[src/include/dtei_map.vh]
// Register indices, field positions, reset values and tick divisors for the dual timer
`ifndef DTEI_MAP_VH
`define DTEI_MAP_VH

// Register indices; the byte address is four times the index
`define DTEI_IDX_CTRL      8'h88
`define DTEI_IDX_MODE      8'h89
`define DTEI_IDX_A_LOW     8'h8a
`define DTEI_IDX_B_LOW     8'h8b
`define DTEI_IDX_A_HIGH    8'h8c
`define DTEI_IDX_B_HIGH    8'h8d
`define DTEI_IDX_TICK_SEL  8'h8e
`define DTEI_IDX_IRQ_STAT  8'h90
`define DTEI_IDX_IRQ_MASK  8'h91

// Control/flag register fields
`define DTEI_CTRL_TF_B     7
`define DTEI_CTRL_RUN_B    6
`define DTEI_CTRL_TF_A     5
`define DTEI_CTRL_RUN_A    4
`define DTEI_CTRL_IE_B     3
`define DTEI_CTRL_IT_B     2
`define DTEI_CTRL_IE_A     1
`define DTEI_CTRL_IT_A     0

// Mode register fields
`define DTEI_MODE_GATE_B   7
`define DTEI_MODE_CT_B     6
`define DTEI_MODE_B_HI     5
`define DTEI_MODE_B_LO     4
`define DTEI_MODE_GATE_A   3
`define DTEI_MODE_CT_A     2
`define DTEI_MODE_A_HI     1
`define DTEI_MODE_A_LO     0

// Tick select fields
`define DTEI_TSEL_B        4
`define DTEI_TSEL_A        3

// Interrupt status/mask fields
`define DTEI_IRQ_TF_A      0
`define DTEI_IRQ_TF_B      1
`define DTEI_IRQ_EXT_A     2
`define DTEI_IRQ_EXT_B     3

// Reset values
`define DTEI_RST_BYTE      8'h00
`define DTEI_RST_NIBBLE    4'h0

// Timer modes
`define DTEI_M_13BIT       2'h0
`define DTEI_M_16BIT       2'h1
`define DTEI_M_RELOAD      2'h2
`define DTEI_M_SPLIT       2'h3

// Internal tick divisors in system clocks
`define DTEI_DIV_SLOW      12
`define DTEI_DIV_FAST      4
`define DTEI_PRE_LAST      4'hb

`endif

[src/verilog/dtei_pin_sync.v]
// Two-flop pin synchroniser with a falling-edge detector on the settled level
`timescale 1ns/1ns
`default_nettype none
module dtei_pin_sync (
	// Clock and reset
	input  wire clock,
	input  wire sys_rst,
	// Pin and results
	input  wire pin,
	output wire level,
	output wire fall
);
	reg meta_reg;
	reg sync_reg;
	reg prev_reg;

	// Pins idle high, so the flops reset to one to avoid a false edge
	always @(posedge clock or posedge sys_rst) begin
		if (sys_rst) begin
			meta_reg <= 1'b1;
			sync_reg <= 1'b1;
			prev_reg <= 1'b1;
		end else begin
			meta_reg <= pin;
			sync_reg <= meta_reg;
			prev_reg <= sync_reg;
		end
	end

	// Only the settled stages feed the edge detector
	assign level = sync_reg;
	assign fall  = prev_reg & ~sync_reg;
endmodule
`default_nettype wire

[src/verilog/dtei_top.v]
// Dual 16-bit timer/counter with external interrupt detectors behind an AHB-Lite slave
// Function
// Overflow sets timer flag; software may clear
// Vector acknowledge clears timer overflow flag
// Run bit halts or enables, count kept
// Edge mode request sticky until cleared/acknowledged
// Level mode request reads inverse of pin
// Type bit: zero level, one edge
// Gate set: count only with pin high
// Select internal tick or count pin pulses
// Modes: 13-bit prescaled, 16-bit, auto-reload
// Second timer mode 3 holds its count
// First timer mode 3: two 8-bit counters
// Second timer run follows its mode then
// Low count bytes readable, writable, reset zero
// High count bytes readable, writable, reset zero
// Tick select: divide by 12 or 4
// 13-bit mode layout; reload low from high
// Pins synchronised; count on falling edge
// First timer high byte overflow sets second flag
`timescale 1ns/1ns
`default_nettype none
`include "dtei_map.vh"
module dtei_top (
	// Clock and reset
	input  wire        clock,
	input  wire        sys_rst,
	// AHB-Lite slave
	input  wire        hsel,
	input  wire [31:0] haddr,
	input  wire [1:0]  htrans,
	input  wire        hwrite,
	input  wire [2:0]  hsize,
	input  wire [31:0] hwdata,
	input  wire        hready,
	output reg  [31:0] hrdata,
	output reg         hreadyout,
	output reg         hresp,
	// External pins
	input  wire        timer_a_count_pin,
	input  wire        timer_b_count_pin,
	input  wire        ext_irq_a_pin,
	input  wire        ext_irq_b_pin,
	// Interrupt controller side
	input  wire        ack_timer_a,
	input  wire        ack_timer_b,
	input  wire        ack_ext_a,
	input  wire        ack_ext_b,
	output reg  [3:0]  request_flags,
	output reg         irq
);
	// Register state
	reg [7:0] ctrl_reg;
	reg [7:0] ctrl_next;
	reg [7:0] mode_reg;
	reg [7:0] tl_a_reg;
	reg [7:0] tl_a_next;
	reg [7:0] th_a_reg;
	reg [7:0] th_a_next;
	reg [7:0] tl_b_reg;
	reg [7:0] tl_b_next;
	reg [7:0] th_b_reg;
	reg [7:0] th_b_next;
	reg [1:0] tsel_reg;
	reg [3:0] stat_reg;
	reg [3:0] stat_next;
	reg [3:0] mask_reg;
	reg [3:0] pre_reg;
	reg       wr_pend_reg;
	reg [7:0] wr_idx_reg;
	reg       ovf_a;
	reg       ovf_ah;
	reg       ovf_b;
	reg [7:0] rd_byte;
	reg [3:0] req_now;

	// Synchronised pins; count pins only need their falling edge
	wire cnt_a_fall;
	wire cnt_b_fall;
	wire irq_a_lvl;
	wire irq_a_fall;
	wire irq_b_lvl;
	wire irq_b_fall;

	// Four identical synchronisers, one per pin
	dtei_pin_sync u_sync_cnt_a (
		.clock   (clock),
		.sys_rst (sys_rst),
		.pin     (timer_a_count_pin),
		.level   (),
		.fall    (cnt_a_fall)
	);
	dtei_pin_sync u_sync_cnt_b (
		.clock   (clock),
		.sys_rst (sys_rst),
		.pin     (timer_b_count_pin),
		.level   (),
		.fall    (cnt_b_fall)
	);
	dtei_pin_sync u_sync_irq_a (
		.clock   (clock),
		.sys_rst (sys_rst),
		.pin     (ext_irq_a_pin),
		.level   (irq_a_lvl),
		.fall    (irq_a_fall)
	);
	dtei_pin_sync u_sync_irq_b (
		.clock   (clock),
		.sys_rst (sys_rst),
		.pin     (ext_irq_b_pin),
		.level   (irq_b_lvl),
		.fall    (irq_b_fall)
	);

	// One step of a timer in modes 0 to 2: returns {overflow, high, low}
	function [16:0] dtei_step;
		input [1:0] m;
		input [7:0] th;
		input [7:0] tl;
		reg   [12:0] c13;
		reg   [15:0] c16;
		begin
			c13 = {th, tl[4:0]} + 13'h0001;
			c16 = {th, tl} + 16'h0001;
			case (m)
				`DTEI_M_13BIT: begin
					dtei_step = {({th, tl[4:0]} == 13'h1fff), c13[12:5], tl[7:5], c13[4:0]};
				end
				`DTEI_M_16BIT: begin
					dtei_step = {({th, tl} == 16'hffff), c16};
				end
				`DTEI_M_RELOAD: begin
					if (tl == 8'hff) begin
						dtei_step = {1'b1, th, th};
					end else begin
						dtei_step = {1'b0, th, tl + 8'h01};
					end
				end
				default: begin
					dtei_step = {1'b0, th, tl};
				end
			endcase
		end
	endfunction

	// Field decode
	wire [1:0] mode_a = mode_reg[`DTEI_MODE_A_HI:`DTEI_MODE_A_LO];
	wire [1:0] mode_b = mode_reg[`DTEI_MODE_B_HI:`DTEI_MODE_B_LO];
	wire       a_split = (mode_a == `DTEI_M_SPLIT);
	wire       run_a = ctrl_reg[`DTEI_CTRL_RUN_A];
	wire       run_b = ctrl_reg[`DTEI_CTRL_RUN_B];
	wire       type_a = ctrl_reg[`DTEI_CTRL_IT_A];
	wire       type_b = ctrl_reg[`DTEI_CTRL_IT_B];

	// Shared prescaler: every 4th and every 12th clock from one counter
	wire tick_slow = (pre_reg == `DTEI_PRE_LAST);
	wire tick_fast = (pre_reg[1:0] == 2'h3);
	always @(posedge clock or posedge sys_rst) begin
		if (sys_rst) begin
			pre_reg <= `DTEI_RST_NIBBLE;
		end else if (tick_slow) begin
			pre_reg <= `DTEI_RST_NIBBLE;
		end else begin
			pre_reg <= pre_reg + 4'h1;
		end
	end
	wire tick_a = tsel_reg[0] ? tick_fast : tick_slow;
	wire tick_b = tsel_reg[1] ? tick_fast : tick_slow;

	// Count enables: run, gate and source select
	wire gate_ok_a = ~mode_reg[`DTEI_MODE_GATE_A] | irq_a_lvl;
	wire gate_ok_b = ~mode_reg[`DTEI_MODE_GATE_B] | irq_b_lvl;
	wire src_a = mode_reg[`DTEI_MODE_CT_A] ? cnt_a_fall : tick_a;
	wire src_b = mode_reg[`DTEI_MODE_CT_B] ? cnt_b_fall : tick_b;
	wire inc_a = run_a & gate_ok_a & src_a;
	// With the first timer split, the second loses its run bit and runs unless in mode 3
	wire run_b_eff = a_split | run_b;
	wire inc_b = (mode_b != `DTEI_M_SPLIT) & run_b_eff & gate_ok_b & src_b;
	// Split high byte is a plain timer on the internal tick, run by the second run bit
	wire inc_ah = a_split & run_b & tick_a;

	// Bus write strobes, taken in the data phase
	wire wr_ctrl = wr_pend_reg & (wr_idx_reg == `DTEI_IDX_CTRL);
	wire wr_mode = wr_pend_reg & (wr_idx_reg == `DTEI_IDX_MODE);
	wire wr_tla  = wr_pend_reg & (wr_idx_reg == `DTEI_IDX_A_LOW);
	wire wr_tlb  = wr_pend_reg & (wr_idx_reg == `DTEI_IDX_B_LOW);
	wire wr_tha  = wr_pend_reg & (wr_idx_reg == `DTEI_IDX_A_HIGH);
	wire wr_thb  = wr_pend_reg & (wr_idx_reg == `DTEI_IDX_B_HIGH);
	wire wr_tsel = wr_pend_reg & (wr_idx_reg == `DTEI_IDX_TICK_SEL);
	wire wr_stat = wr_pend_reg & (wr_idx_reg == `DTEI_IDX_IRQ_STAT);
	wire wr_mask = wr_pend_reg & (wr_idx_reg == `DTEI_IDX_IRQ_MASK);
	wire [7:0] wbyte = hwdata[7:0];

	wire [16:0] step_a = dtei_step(mode_a, th_a_reg, tl_a_reg);
	wire [16:0] step_b = dtei_step(mode_b, th_b_reg, tl_b_reg);

	// Counter next state; a bus write to a byte wins over counting in that cycle
	always @* begin
		tl_a_next = tl_a_reg;
		th_a_next = th_a_reg;
		tl_b_next = tl_b_reg;
		th_b_next = th_b_reg;
		ovf_a = 1'b0;
		ovf_ah = 1'b0;
		ovf_b = 1'b0;
		if (a_split) begin
			if (inc_a) begin
				tl_a_next = tl_a_reg + 8'h01;
				ovf_a = (tl_a_reg == 8'hff);
			end
			if (inc_ah) begin
				th_a_next = th_a_reg + 8'h01;
				ovf_ah = (th_a_reg == 8'hff);
			end
		end else if (inc_a) begin
			{ovf_a, th_a_next, tl_a_next} = step_a;
		end
		if (inc_b) begin
			{ovf_b, th_b_next, tl_b_next} = step_b;
		end
		if (wr_tla) begin
			tl_a_next = wbyte;
		end
		if (wr_tlb) begin
			tl_b_next = wbyte;
		end
		if (wr_tha) begin
			th_a_next = wbyte;
		end
		if (wr_thb) begin
			th_b_next = wbyte;
		end
	end

	// Flag sources
	wire set_tf_a = ovf_a;
	// While split, the second flag belongs to the first timer's high byte
	wire set_tf_b = a_split ? ovf_ah : ovf_b;
	wire set_ie_a = type_a & irq_a_fall;
	wire set_ie_b = type_b & irq_b_fall;

	// Control register next: hardware set wins over a software or acknowledge clear
	always @* begin
		ctrl_next = wr_ctrl ? wbyte : ctrl_reg;
		if (!wr_ctrl) begin
			ctrl_next[`DTEI_CTRL_TF_A] = ctrl_reg[`DTEI_CTRL_TF_A] & ~ack_timer_a;
			ctrl_next[`DTEI_CTRL_TF_B] = ctrl_reg[`DTEI_CTRL_TF_B] & ~ack_timer_b;
			ctrl_next[`DTEI_CTRL_IE_A] = ctrl_reg[`DTEI_CTRL_IE_A] & ~ack_ext_a;
			ctrl_next[`DTEI_CTRL_IE_B] = ctrl_reg[`DTEI_CTRL_IE_B] & ~ack_ext_b;
		end
		ctrl_next[`DTEI_CTRL_TF_A] = ctrl_next[`DTEI_CTRL_TF_A] | set_tf_a;
		ctrl_next[`DTEI_CTRL_TF_B] = ctrl_next[`DTEI_CTRL_TF_B] | set_tf_b;
		// Edge latches are held clear in level mode so a switch to edge starts clean
		ctrl_next[`DTEI_CTRL_IE_A] = ctrl_next[`DTEI_CTRL_IT_A] & (ctrl_next[`DTEI_CTRL_IE_A] | set_ie_a);
		ctrl_next[`DTEI_CTRL_IE_B] = ctrl_next[`DTEI_CTRL_IT_B] & (ctrl_next[`DTEI_CTRL_IE_B] | set_ie_b);
	end

	// Visible request bits: timer overflow flags, then for each pin its edge latch or inverted pin level
	always @* begin
		req_now[0] = ctrl_next[`DTEI_CTRL_TF_A];
		req_now[1] = ctrl_next[`DTEI_CTRL_TF_B];
		req_now[2] = ctrl_next[`DTEI_CTRL_IT_A] ? ctrl_next[`DTEI_CTRL_IE_A] : ~irq_a_lvl;
		req_now[3] = ctrl_next[`DTEI_CTRL_IT_B] ? ctrl_next[`DTEI_CTRL_IE_B] : ~irq_b_lvl;
	end

	// Sticky event status, write one to clear; a new event beats the clear
	always @* begin
		stat_next = wr_stat ? (stat_reg & ~wbyte[3:0]) : stat_reg;
		stat_next[`DTEI_IRQ_TF_A] = stat_next[`DTEI_IRQ_TF_A] | set_tf_a;
		stat_next[`DTEI_IRQ_TF_B] = stat_next[`DTEI_IRQ_TF_B] | set_tf_b;
		stat_next[`DTEI_IRQ_EXT_A] = stat_next[`DTEI_IRQ_EXT_A] | irq_a_fall;
		stat_next[`DTEI_IRQ_EXT_B] = stat_next[`DTEI_IRQ_EXT_B] | irq_b_fall;
	end

	// Read multiplexer, sampled in the address phase
	always @* begin
		case (haddr[9:2])
			`DTEI_IDX_CTRL: begin
				rd_byte = {ctrl_reg[7:4], req_now[3], ctrl_reg[2], req_now[2], ctrl_reg[0]};
			end
			`DTEI_IDX_MODE: begin
				rd_byte = mode_reg;
			end
			`DTEI_IDX_A_LOW: begin
				rd_byte = tl_a_reg;
			end
			`DTEI_IDX_B_LOW: begin
				rd_byte = tl_b_reg;
			end
			`DTEI_IDX_A_HIGH: begin
				rd_byte = th_a_reg;
			end
			`DTEI_IDX_B_HIGH: begin
				rd_byte = th_b_reg;
			end
			`DTEI_IDX_TICK_SEL: begin
				rd_byte = {3'h0, tsel_reg[1], tsel_reg[0], 3'h0};
			end
			`DTEI_IDX_IRQ_STAT: begin
				rd_byte = {4'h0, stat_reg};
			end
			`DTEI_IDX_IRQ_MASK: begin
				rd_byte = {4'h0, mask_reg};
			end
			default: begin
				rd_byte = `DTEI_RST_BYTE;
			end
		endcase
		if (haddr[31:10] != 22'h000000) begin
			rd_byte = `DTEI_RST_BYTE;
		end
	end

	// Address phase accepted when selected, active and the bus is ready
	wire addr_ok = hsel & htrans[1] & hready;

	// Bus slave: zero wait states, always OKAY
	always @(posedge clock or posedge sys_rst) begin
		if (sys_rst) begin
			wr_pend_reg <= 1'b0;
			wr_idx_reg <= `DTEI_RST_BYTE;
			hrdata <= 32'h00000000;
			hreadyout <= 1'b1;
			hresp <= 1'b0;
		end else begin
			hreadyout <= 1'b1;
			hresp <= 1'b0;
			if (hready) begin
				wr_pend_reg <= addr_ok & hwrite & (haddr[31:10] == 22'h000000);
				wr_idx_reg <= haddr[9:2];
			end
			if (addr_ok & ~hwrite) begin
				hrdata <= {24'h000000, rd_byte};
			end
		end
	end

	// Register update
	always @(posedge clock or posedge sys_rst) begin
		if (sys_rst) begin
			ctrl_reg <= `DTEI_RST_BYTE;
			mode_reg <= `DTEI_RST_BYTE;
			tl_a_reg <= `DTEI_RST_BYTE;
			tl_b_reg <= `DTEI_RST_BYTE;
			th_a_reg <= `DTEI_RST_BYTE;
			th_b_reg <= `DTEI_RST_BYTE;
			tsel_reg <= 2'h0;
			stat_reg <= `DTEI_RST_NIBBLE;
			mask_reg <= `DTEI_RST_NIBBLE;
			request_flags <= `DTEI_RST_NIBBLE;
			irq <= 1'b0;
		end else begin
			ctrl_reg <= ctrl_next;
			tl_a_reg <= tl_a_next;
			tl_b_reg <= tl_b_next;
			th_a_reg <= th_a_next;
			th_b_reg <= th_b_next;
			stat_reg <= stat_next;
			if (wr_mode) begin
				mode_reg <= wbyte;
			end
			if (wr_tsel) begin
				tsel_reg <= {wbyte[`DTEI_TSEL_B], wbyte[`DTEI_TSEL_A]};
			end
			if (wr_mask) begin
				mask_reg <= wbyte[3:0];
			end
			// Outputs follow the next state so they line up with the registers
			request_flags <= req_now;
			irq <= |(stat_next & (wr_mask ? wbyte[3:0] : mask_reg));
		end
	end
endmodule
`default_nettype wire

[config.mk]
export PLATFORM = sky130hd
export DESIGN_NAME = dtei_top
export DESIGN_NICKNAME = d
export VERILOG_FILES = /design/src/verilog/dtei_pin_sync.v /design/src/verilog/dtei_top.v
export VERILOG_INCLUDE_DIRS = /design/src /design/src/include
export SDC_FILE = /design/constraint.sdc
export NUM_CORES = 1
export LEC_CHECK = 0
export ABC_AREA = 1
export CAP_MARGIN = 10
export CORE_MARGIN = 2
export CORE_UTILIZATION = 35
export CTS_BUF_LIST = sky130_fd_sc_hd__clkbuf_4 sky130_fd_sc_hd__clkbuf_8
export DETAILED_ROUTE_END_ITERATION = 7
export DONT_BUFFER_PORTS = 1
export GPL_TIMING_DRIVEN = 0
export HOLD_SLACK_MARGIN = 0.15
export PLACE_DENSITY = 0.5
export SLEW_MARGIN = 20
export SYNTH_ARGS = -nofsm -noshare
export SYNTH_HDL_FRONTEND = slang
export SYNTH_HIERARCHICAL = 1
export SYNTH_SLANG_ARGS = --single-unit
[constraint.sdc]
create_clock -name clock -period 7.5 [get_ports clock]
set_input_delay 1.5 -clock clock [delete_from_list [all_inputs] [get_ports clock]]
set_output_delay 1.5 -clock clock [all_outputs]
set_load 0.05 [all_outputs]
; Word level (Yosys, flattened, before mapping)
; Cells that the tools add are included.
[word_totals]
regBits = 96
[op_classes]
n_addsub = 8
n_eq_ne = 38
muxes = 38
bitwise_logic = 58
reduce_logical = 21
[ops]
columns = operator, count
row1 = 8-bit equality test (second input constant), 21
row2 = 8-bit two-way mux, 14
row3 = 17-bit one-hot mux with 3 select lines, 2
row4 = 8-bit one-hot mux with 9 select lines, 1
row5 = 17-bit two-way mux, 2
row6 = 1-bit bitwise AND, 33
row7 = 16-bit by 1-bit adder with 16-bit output (second input constant), 2
row8 = 16-bit equality test (second input constant), 2
row9 = 13-bit by 1-bit adder with 13-bit output (second input constant), 2
row10 = 13-bit equality test (second input constant), 2
row11 = 8-bit by 1-bit adder with 8-bit output (second input constant), 3
row12 = 22-bit zero test, 1
row13 = 22-bit nonzero test, 1
row14 = 1-bit two-way mux, 16
row15 = 4-bit two-way mux, 3
row16 = 4-bit nonzero test, 3
row17 = 1-bit NOT, 11
row18 = 1-bit OR, 11
row19 = 3-bit AND reduction, 3
row20 = 3-bit nonzero test, 3
row21 = 4-bit bitwise AND, 2
row22 = 2-bit equality test (second input constant), 4
row23 = 2-bit != test (second input constant), 3
row24 = 3-bit != test (second input constant), 2
row25 = other kinds (11), 16

; Logic depth before layout (Yosys ltp)
; Gate-level depths: netlist (run 1).
[logic_depth]
depth_word = 10
ltp_mapped = 12

; Hierarchy
; Netlist (run 1), hierarchy kept.
[by_module_without_submodules]
columns = module, instances, cells_per_inst, area_per_inst_um2, seq_area_each_um2
row1 = dtei_top, 1, 907, 6223.5, 2052.0
row2 = dtei_pin_sync, 4, 6, 92.6, 78.8

; Worst setup path before layout (run 1)
; No wires, ideal clock.
[synth_timing]
path_kind = input -> register
start = input port haddr[8]
end = register hrdata[4]
arrival_time_ps = 2442
required_ps = 7382
slack_ps = 4940
path_stages = 12
cell_sequence = inv_1 > nand2_1 > nor2_1 > buf_2 > nand2_1 > inv_1 > nand2_1 > o21ai_0 > nor3_1 > nand2_1 > nand2_1 > nand2_1
[synth_between]
elab_chain_cells = 3
word_cells_on_any_way = 11
[synth_lines]
columns = element, line
row1 = "start, declared", dtei_top.v:30  ; input wire [31:0] haddr,
row2 = 8-bit equality test, dtei_top.v:277  ; case (haddr[9:2])
row3 = 8-bit one-hot mux with 9 select lines *, dtei_top.v:277
row4 = 8-bit two-way mux *, dtei_top.v:309  ; if (haddr[31:10] != 22'h000000) begin
row5 = "end signal, assigned", dtei_top.v:333  ; hrdata <= {24'h000000, rd_byte};
row6 = "end, declared", dtei_top.v:36  ; output reg [31:0] hrdata,
; Mark *: on every way between the ends. The rest lies on a longest branch, timed or not.
; A chain may end at the register's enable or synchronous reset.

; Worst setup path after layout (run 1)
[layout_timing]
start = register request_flags[0]
end = output port request_flags[0]
[layout_rtl]
columns = element, line
row1 = "start, declared", dtei_top.v:49  ; output reg [3:0] request_flags,
row2 = "start signal, assigned", dtei_top.v:350  ; request_flags <= `DTEI_RST_NIBBLE;
row3 = "start signal, assigned", dtei_top.v:369  ; request_flags <= req_now;
; No word-level cell between the ends.

==> impl_metrics.csv, run 1 <==
group,metric,value,unit
floorplanning,design.portCount,121,
detailed_routing,antenna_left,0,
final_layout,areaGrowthSynthToFinish,9.34,%
clock_tree,clkSinkCount,94,
global_routing,antenna_found_initial,0,
clock_tree,cts_made_buffers,9,
floorplanning,initial_core_util,0.355,
clock_tree,cts_tree,"yes",
sta,finalMaxSlewViolations,0,
logic_synthesis,synth_edf_count,0,
sta,setup-tns-final,0,ns
clock_tree,ctsLongestPathBuffers,2,
final_layout,fillers,2007,
clock_tree,root_buffer,"clkbuf_8",
logic_synthesis,ys_async_sr_fraction,1.00,
power_and_ir_drop,swShare,0.359,
flow_run,drv_cap,0,
setup_path,worstPathArrival,1.06,ns
setup_path,max_stage_delay,0.45,ns
setup_path,endpoint_kind,"primary output",
run_status,status,"completed",
setup_path,cp_top_family,"flip-flops",
clock_tree,postCtsHoldBufs,0,
sta,relSlewSlack,0.599,
detailed_routing,via_count,6216,
setup_path,crit_type,"flop to primary output",
final_layout,nNetsFinal,1058,
detailed_routing,viasPerCell,5.15,
sta,layout_setup_ws,4.94,ns
power_and_ir_drop,totalPowerFinal,1.25,mW
global_routing,track_usage,0.219,
global_routing,grt_pass1_wl,33400,um
floorplanning,core-area,0.0186,mm2
setup_path,critPathBufInv,1,
sta,fin_crit,2.56,ns
clock_tree,post_cts_resized,0,
sta,skew,0.0142,ns
sta,setup_violations,0,
power_and_ir_drop,ir_drop,0.0783,mV
floorplanning,num_rows,50,
power_and_ir_drop,clockPowerShare,0.290,
worst_hold_path,min_path_type,"flop to flop",
final_layout,mostFrequentLayoutCell,"nand2_1",
clock_tree,clk_pin_slew,0.10,ns
setup_path,path_cells,"buf_4",
setup_path,startpoint_type,"flop",
setup_path,cp_max_fo,3,
placement,place_hpwl,16600,um
sta,tightest_slew,0.601,ns
power_and_ir_drop,p_sw,447,uW
detailed_routing,firstDrtPassIters,6,
logic_synthesis,synth.avg_cell_area,7.08,um2
logic_synthesis,seq_area_frac_synth,0.359,
clock_tree,post_cts_buffers,0,
placement,gp_congestion,0.936,
detailed_routing,drc,0,
final_layout,drive_gt1_frac,0.140,
power_and_ir_drop,seq_power_share,0.480,
logic_synthesis,synth.distinct_cells,50,
final_layout,final_cell_mix,"nand2_1, inv_1, nand3_1, dfrtp_1, nor2_1",
power_and_ir_drop,power_frac_comb,0.230,
detailed_routing,drt-wirelength-per-cell,17.7,um
logic_synthesis,yosysWarnings,6,
sta,hold_viol,0,
clock_tree,htreeDepth,3,
power_and_ir_drop,power.internal,798,uW
floorplanning,dieArea,0.0200,mm2
logic_synthesis,synthFlopType,"dfrtp_1",
logic_synthesis,synth_cells,931,
placement,port_buffers,0,
floorplanning,die_h,141,um
placement,pre_cts_ws,4.57,ns
detailed_routing,drt-total-wl,21300,um
sta,period_share,0.342,
sta,fmax,0.390,GHz
power_and_ir_drop,power_leakage,3.81,nW
logic_synthesis,synth.cell_area,0.00659,mm2
clock_tree,insertion_delay,0.39,ns
detailed_routing,drt_iter0_drc,540,
setup_path,cp.required,6.00,ns
logic_synthesis,ys_seq_elements,94,
setup_path,crit_slowest_cell,"dfrtp_1",
floorplanning,die_w,141,um
power_and_ir_drop,powerDensity,173,mW/mm2
global_routing,grt_max_degree,67,
sta,rsz0062_at_grt,"no",
global_routing,grt_overflow_total,0,
global_routing,grt_pass1_vias,5730,
final_layout,diodes,0,
==> metal layers <==
metal / track usage / routed length, um / up-vias
met5: 0 / 0 / -
met4: 0.0632 / 462 / 0
met3: 0.0425 / 1380 / 35
met2: 0.348 / 9690 / 226
met1: 0.306 / 9820 / 2890
li1: - / - / 3065
==> final timing paths <==
check	from	endpoint	slack, ns	cells past startpoint
worst min register to register	u_sync_cnt_b/meta_reg	u_sync_cnt_b/level	0.36	0
max in group asynchronous	sys_rst	tl_b_reg[6]	6.02	2
worst min-delay path	u_sync_cnt_b/meta_reg	u_sync_cnt_b/level	0.36	0
min in group asynchronous	sys_rst	ctrl_reg[3]	0.89	1
worst max register to register	mode_reg[5]	th_b_reg[2]	5.43	10
worst max-delay path	request_flags[0]	request_flags[0]	4.94	1
==> cell usage after synthesis (10+ instances only) <==
cell,n,area [um2]
nand2_1,253,950
inv_1,121,454
nand3_1,85,425
dfrtp_1,82,2050
nor2_1,75,282
o21ai_0,65,325
buf_4,29,218
nand4_1,19,119
o211ai_1,16,120
a21oi_1,14,70.1
o22ai_1,14,87.6
o21ai_1,13,65.1
dfstp_2,12,315
inv_2,12,45.0
nor2_2,11,68.8
nor3_1,11,55.1
nand3_2,10,100
==> power groups by stage <==
stage | Sequential [mW] | Combinational (mW) | Clock, mW
floorplan | 0.590 | 0.225 | 0
global placement | 0.608 | 0.279 | 0
detailed placement | 0.607 | 0.283 | 0
CTS | 0.597 | 0.285 | 0.373
global route | 0.603 | 0.321 | 0.393
finish | 0.598 | 0.286 | 0.361
==> worst reg2reg max path, stage by stage, from the launching register on <==
cell      delay (ns)
dfrtp_1         0.47
inv_1           0.10
ha_1            0.19
buf_4           0.17
nor2_1          0.23
nor2_1          0.07
nand4_1         0.20
nand2_1         0.19
inv_1           0.22
nand2_1         0.07
o211ai_1        0.09
==> cell families (layout without fill, tap and decap cells) <==
group           after synthesis  count (layout)  share of synthesized area
compound gates              140             140                      0.128
xor+xnor                      8               8                     0.0106
fa+ha+maj                     9               9                     0.0171
buf+inv                     175             192                      0.119
flops                        94              94                      0.359
mux                           1               1                    0.00171
other cells                   2              26                    0.00114
simple gates                502             502                      0.364
==> layout make-up <==
| cell class | instances | area (um2) | share of cell area |
|---|---|---|---|
| well taps | 234 | 293 | 0.0406 |
| flip-flops and latches | 94 | 2370 | 0.328 |
| repair buffers | 1 | 27.5 | 0.00382 |
| clock inverters | 6 | 68.8 | 0.00955 |
| clock buffers | 10 | 131 | 0.0182 |
| multi-input cells | 686 | 3530 | 0.490 |
| inverters | 135 | 513 | 0.0712 |
| plain buffers | 40 | 274 | 0.0380 |
==> metrics by stage <==
stage                     hold slack, ns  cells  instance area (um2)  utilization
final                              0.360   1206                 7210        0.388
after floorplan                    0.345    955                 6680            -
after detailed placement           0.347   1190                 7010        0.377
after CTS                          0.362   1206                 7210        0.388
after global placement             0.346   1189                 6980        0.375
after global routing               0.364   1206                 7210        0.388
Power figures use the tool's default switching activity.
==> run 2, diff against run 1 <==
==> constraint.sdc (replaced) <==
create_clock -name clock -period 2.7 [get_ports clock]
set_input_delay 0.54 -clock clock [delete_from_list [all_inputs] [get_ports clock]]
set_output_delay 0.54 -clock clock [all_outputs]
set_load 0.05 [all_outputs]
==> run 2 against run 1 <==
Critical path depth up 9. Clock-buffer cell count unchanged. Sequential power rose to 2.8 times the previous value. Clock power rose to 2.8 times the previous value. Cell count up 0.41%. Power rose to 2.8 times the previous value. Wire length up 0.36%. Combinational power rose to 2.8 times the previous value. Via count up 0.58%.
==> impl_metrics.csv, run 2 (synthesis results as in run 1) <==
group,metric,value,unit
final_layout,fin_cells,1211,
placement,placed_cells,1190,
detailed_routing,drc,0,
sta,tightest_slew,0.603,ns
clock_tree,clk_pin_slew,0.10,ns
floorplanning,core-area,0.0186,mm2
clock_tree,post_cts_resized,0,
final_layout,nNetsFinal,1063,
detailed_routing,firstDrtPassIters,6,
clock_tree,clkSinkCount,94,
sta,finalMaxSlewViolations,0,
floorplanning,dieArea,0.0200,mm2
global_routing,grt_pass1_wl,33400,um
global_routing,antenna_found_initial,0,
sta,skew,0.0147,ns
global_routing,grt_max_degree,67,
final_layout,drive_gt1_frac,0.139,
global_routing,grt_pass1_vias,5737,
detailed_routing,via_count,6252,
placement,place_area,0.00701,mm2
floorplanning,die_h,141,um
power_and_ir_drop,totalPowerFinal,3.47,mW
floorplanning,design.portCount,121,
worst_hold_path,min_path_type,"primary input to flop",
run_status,status,"completed",
sta,rsz0062_at_grt,"no",
power_and_ir_drop,ir_drop,0.222,mV
sta,relSlewSlack,0.598,
final_layout,diodes,0,
setup_path,crit_type,"flop to flop",
clock_tree,insertion_delay,0.39,ns
clock_tree,htreeDepth,3,
global_routing,track_usage,0.220,
setup_path,endpoint_kind,"flop",
detailed_routing,drt-total-wl,21400,um
placement,place_hpwl,16600,um
sta,setup_violations,0,
clock_tree,ctsLongestPathBuffers,2,
clock_tree,root_buffer,"clkbuf_8",
floorplanning,die_w,141,um
sta,setup-tns-final,0,ns
detailed_routing,antenna_left,0,
detailed_routing,drt_iter0_drc,510,
setup_path,cp_max_fo,10,
sta,period_share,0.763,
detailed_routing,viasPerCell,5.16,
final_layout,final_cell_mix,"nand2_1, inv_1, nand3_1, dfrtp_1, nor2_1",
floorplanning,num_rows,50,
global_routing,grt_overflow_total,0,
setup_path,worstPathArrival,2.37,ns
power_and_ir_drop,powerDensity,478,mW/mm2
clock_tree,cts_made_buffers,9,
sta,fmax,0.486,GHz
detailed_routing,drt-wirelength-per-cell,17.7,um
final_layout,areaGrowthSynthToFinish,10.1,%
setup_path,cp.required,3.01,ns
power_and_ir_drop,power_leakage,3.83,nW
floorplanning,initial_core_util,0.355,
placement,port_buffers,0,
final_layout,postLayoutCellArea,0.00726,mm2
sta,hold_viol,0,
sta,fin_crit,2.06,ns
placement,gp_congestion,0.936,
clock_tree,cts_tree,"yes",
flow_run,drv_cap,0,
sta,hold_slack,0.269,ns
final_layout,mostFrequentLayoutCell,"nand2_1",
setup_path,startpoint_type,"flop",
final_layout,fillers,2002,
run 2: path summary, 6_finish.rpt:
kind	end	cells past startpoint	slack (ns)	startpoint
setup / recovery	th_b_reg[2]	10	0.64	mode_reg[5]
hold / removal	wr_idx_reg[6]	2	0.27	haddr[8]
setup reg to reg	th_b_reg[2]	10	0.64	mode_reg[5]
hold reg to reg	u_sync_cnt_b/level	0	0.36	u_sync_cnt_b/meta_reg
max in group asynchronous	tl_b_reg[6]	3	1.47	sys_rst
min in group asynchronous	ctrl_reg[3]	2	0.64	sys_rst
run 2: layout make-up:
| cell class | count | area, um2 | area share |
|---|---|---|---|
| Buffer | 40 | 274 | 0.0377 |
| Clock buffer | 10 | 131 | 0.0181 |
| Clock inverter | 6 | 68.8 | 0.00948 |
| Inverter | 135 | 513 | 0.0707 |
| Multi-Input combinational cell | 686 | 3530 | 0.487 |
| Sequential cell | 94 | 2370 | 0.326 |
| Tap cell | 234 | 293 | 0.0403 |
| Timing Repair Buffer | 6 | 77.6 | 0.0107 |
run 2: metal layers:
metal,GRT usage,routed length [um]
met3,0.0425,1310
met2,0.348,9760
met5,0,0
met1,0.306,9920
met4,0.0632,433
run 2: repair_timing:
action | CTS | global route
hold endpoints to repair | 32 | 0
hold buffers | 5 | 0
buffers inserted | 0 | 0
endpoints found under the setup margin | 0 | 0
run 2: through the flow:
| step | utilization | setup WS, ns |
|---|---|---|
| detailed placement | 0.377 | 0.655 |
| finish | 0.391 | 0.641 |
| CTS | 0.391 | 0.638 |
| global route | 0.391 | 0.454 |
| floorplan | - | 0.0516 |
| global placement | 0.375 | -1.18 |
run 2: where the power goes:
group | leakage, nW | internal [mW] | switching (mW) | total (mW)
clock network | 0.106 | 0.449 | 0.558 | 1.01
logic | 2.71 | 0.254 | 0.547 | 0.801
registers | 1.01 | 1.52 | 0.145 | 1.66
total | 3.83 | 2.22 | 1.25 | 3.47
run 2: critical path, cell delays in order, from the launching register on:
cell and delay (ns):
dfrtp_1 0.47, inv_1 0.10, ha_1 0.19, buf_4 0.17
nor2_1 0.23, nor2_1 0.07, nand4_1 0.20, nand2_1 0.18
inv_1 0.22, nand2_1 0.07, o211ai_1 0.09
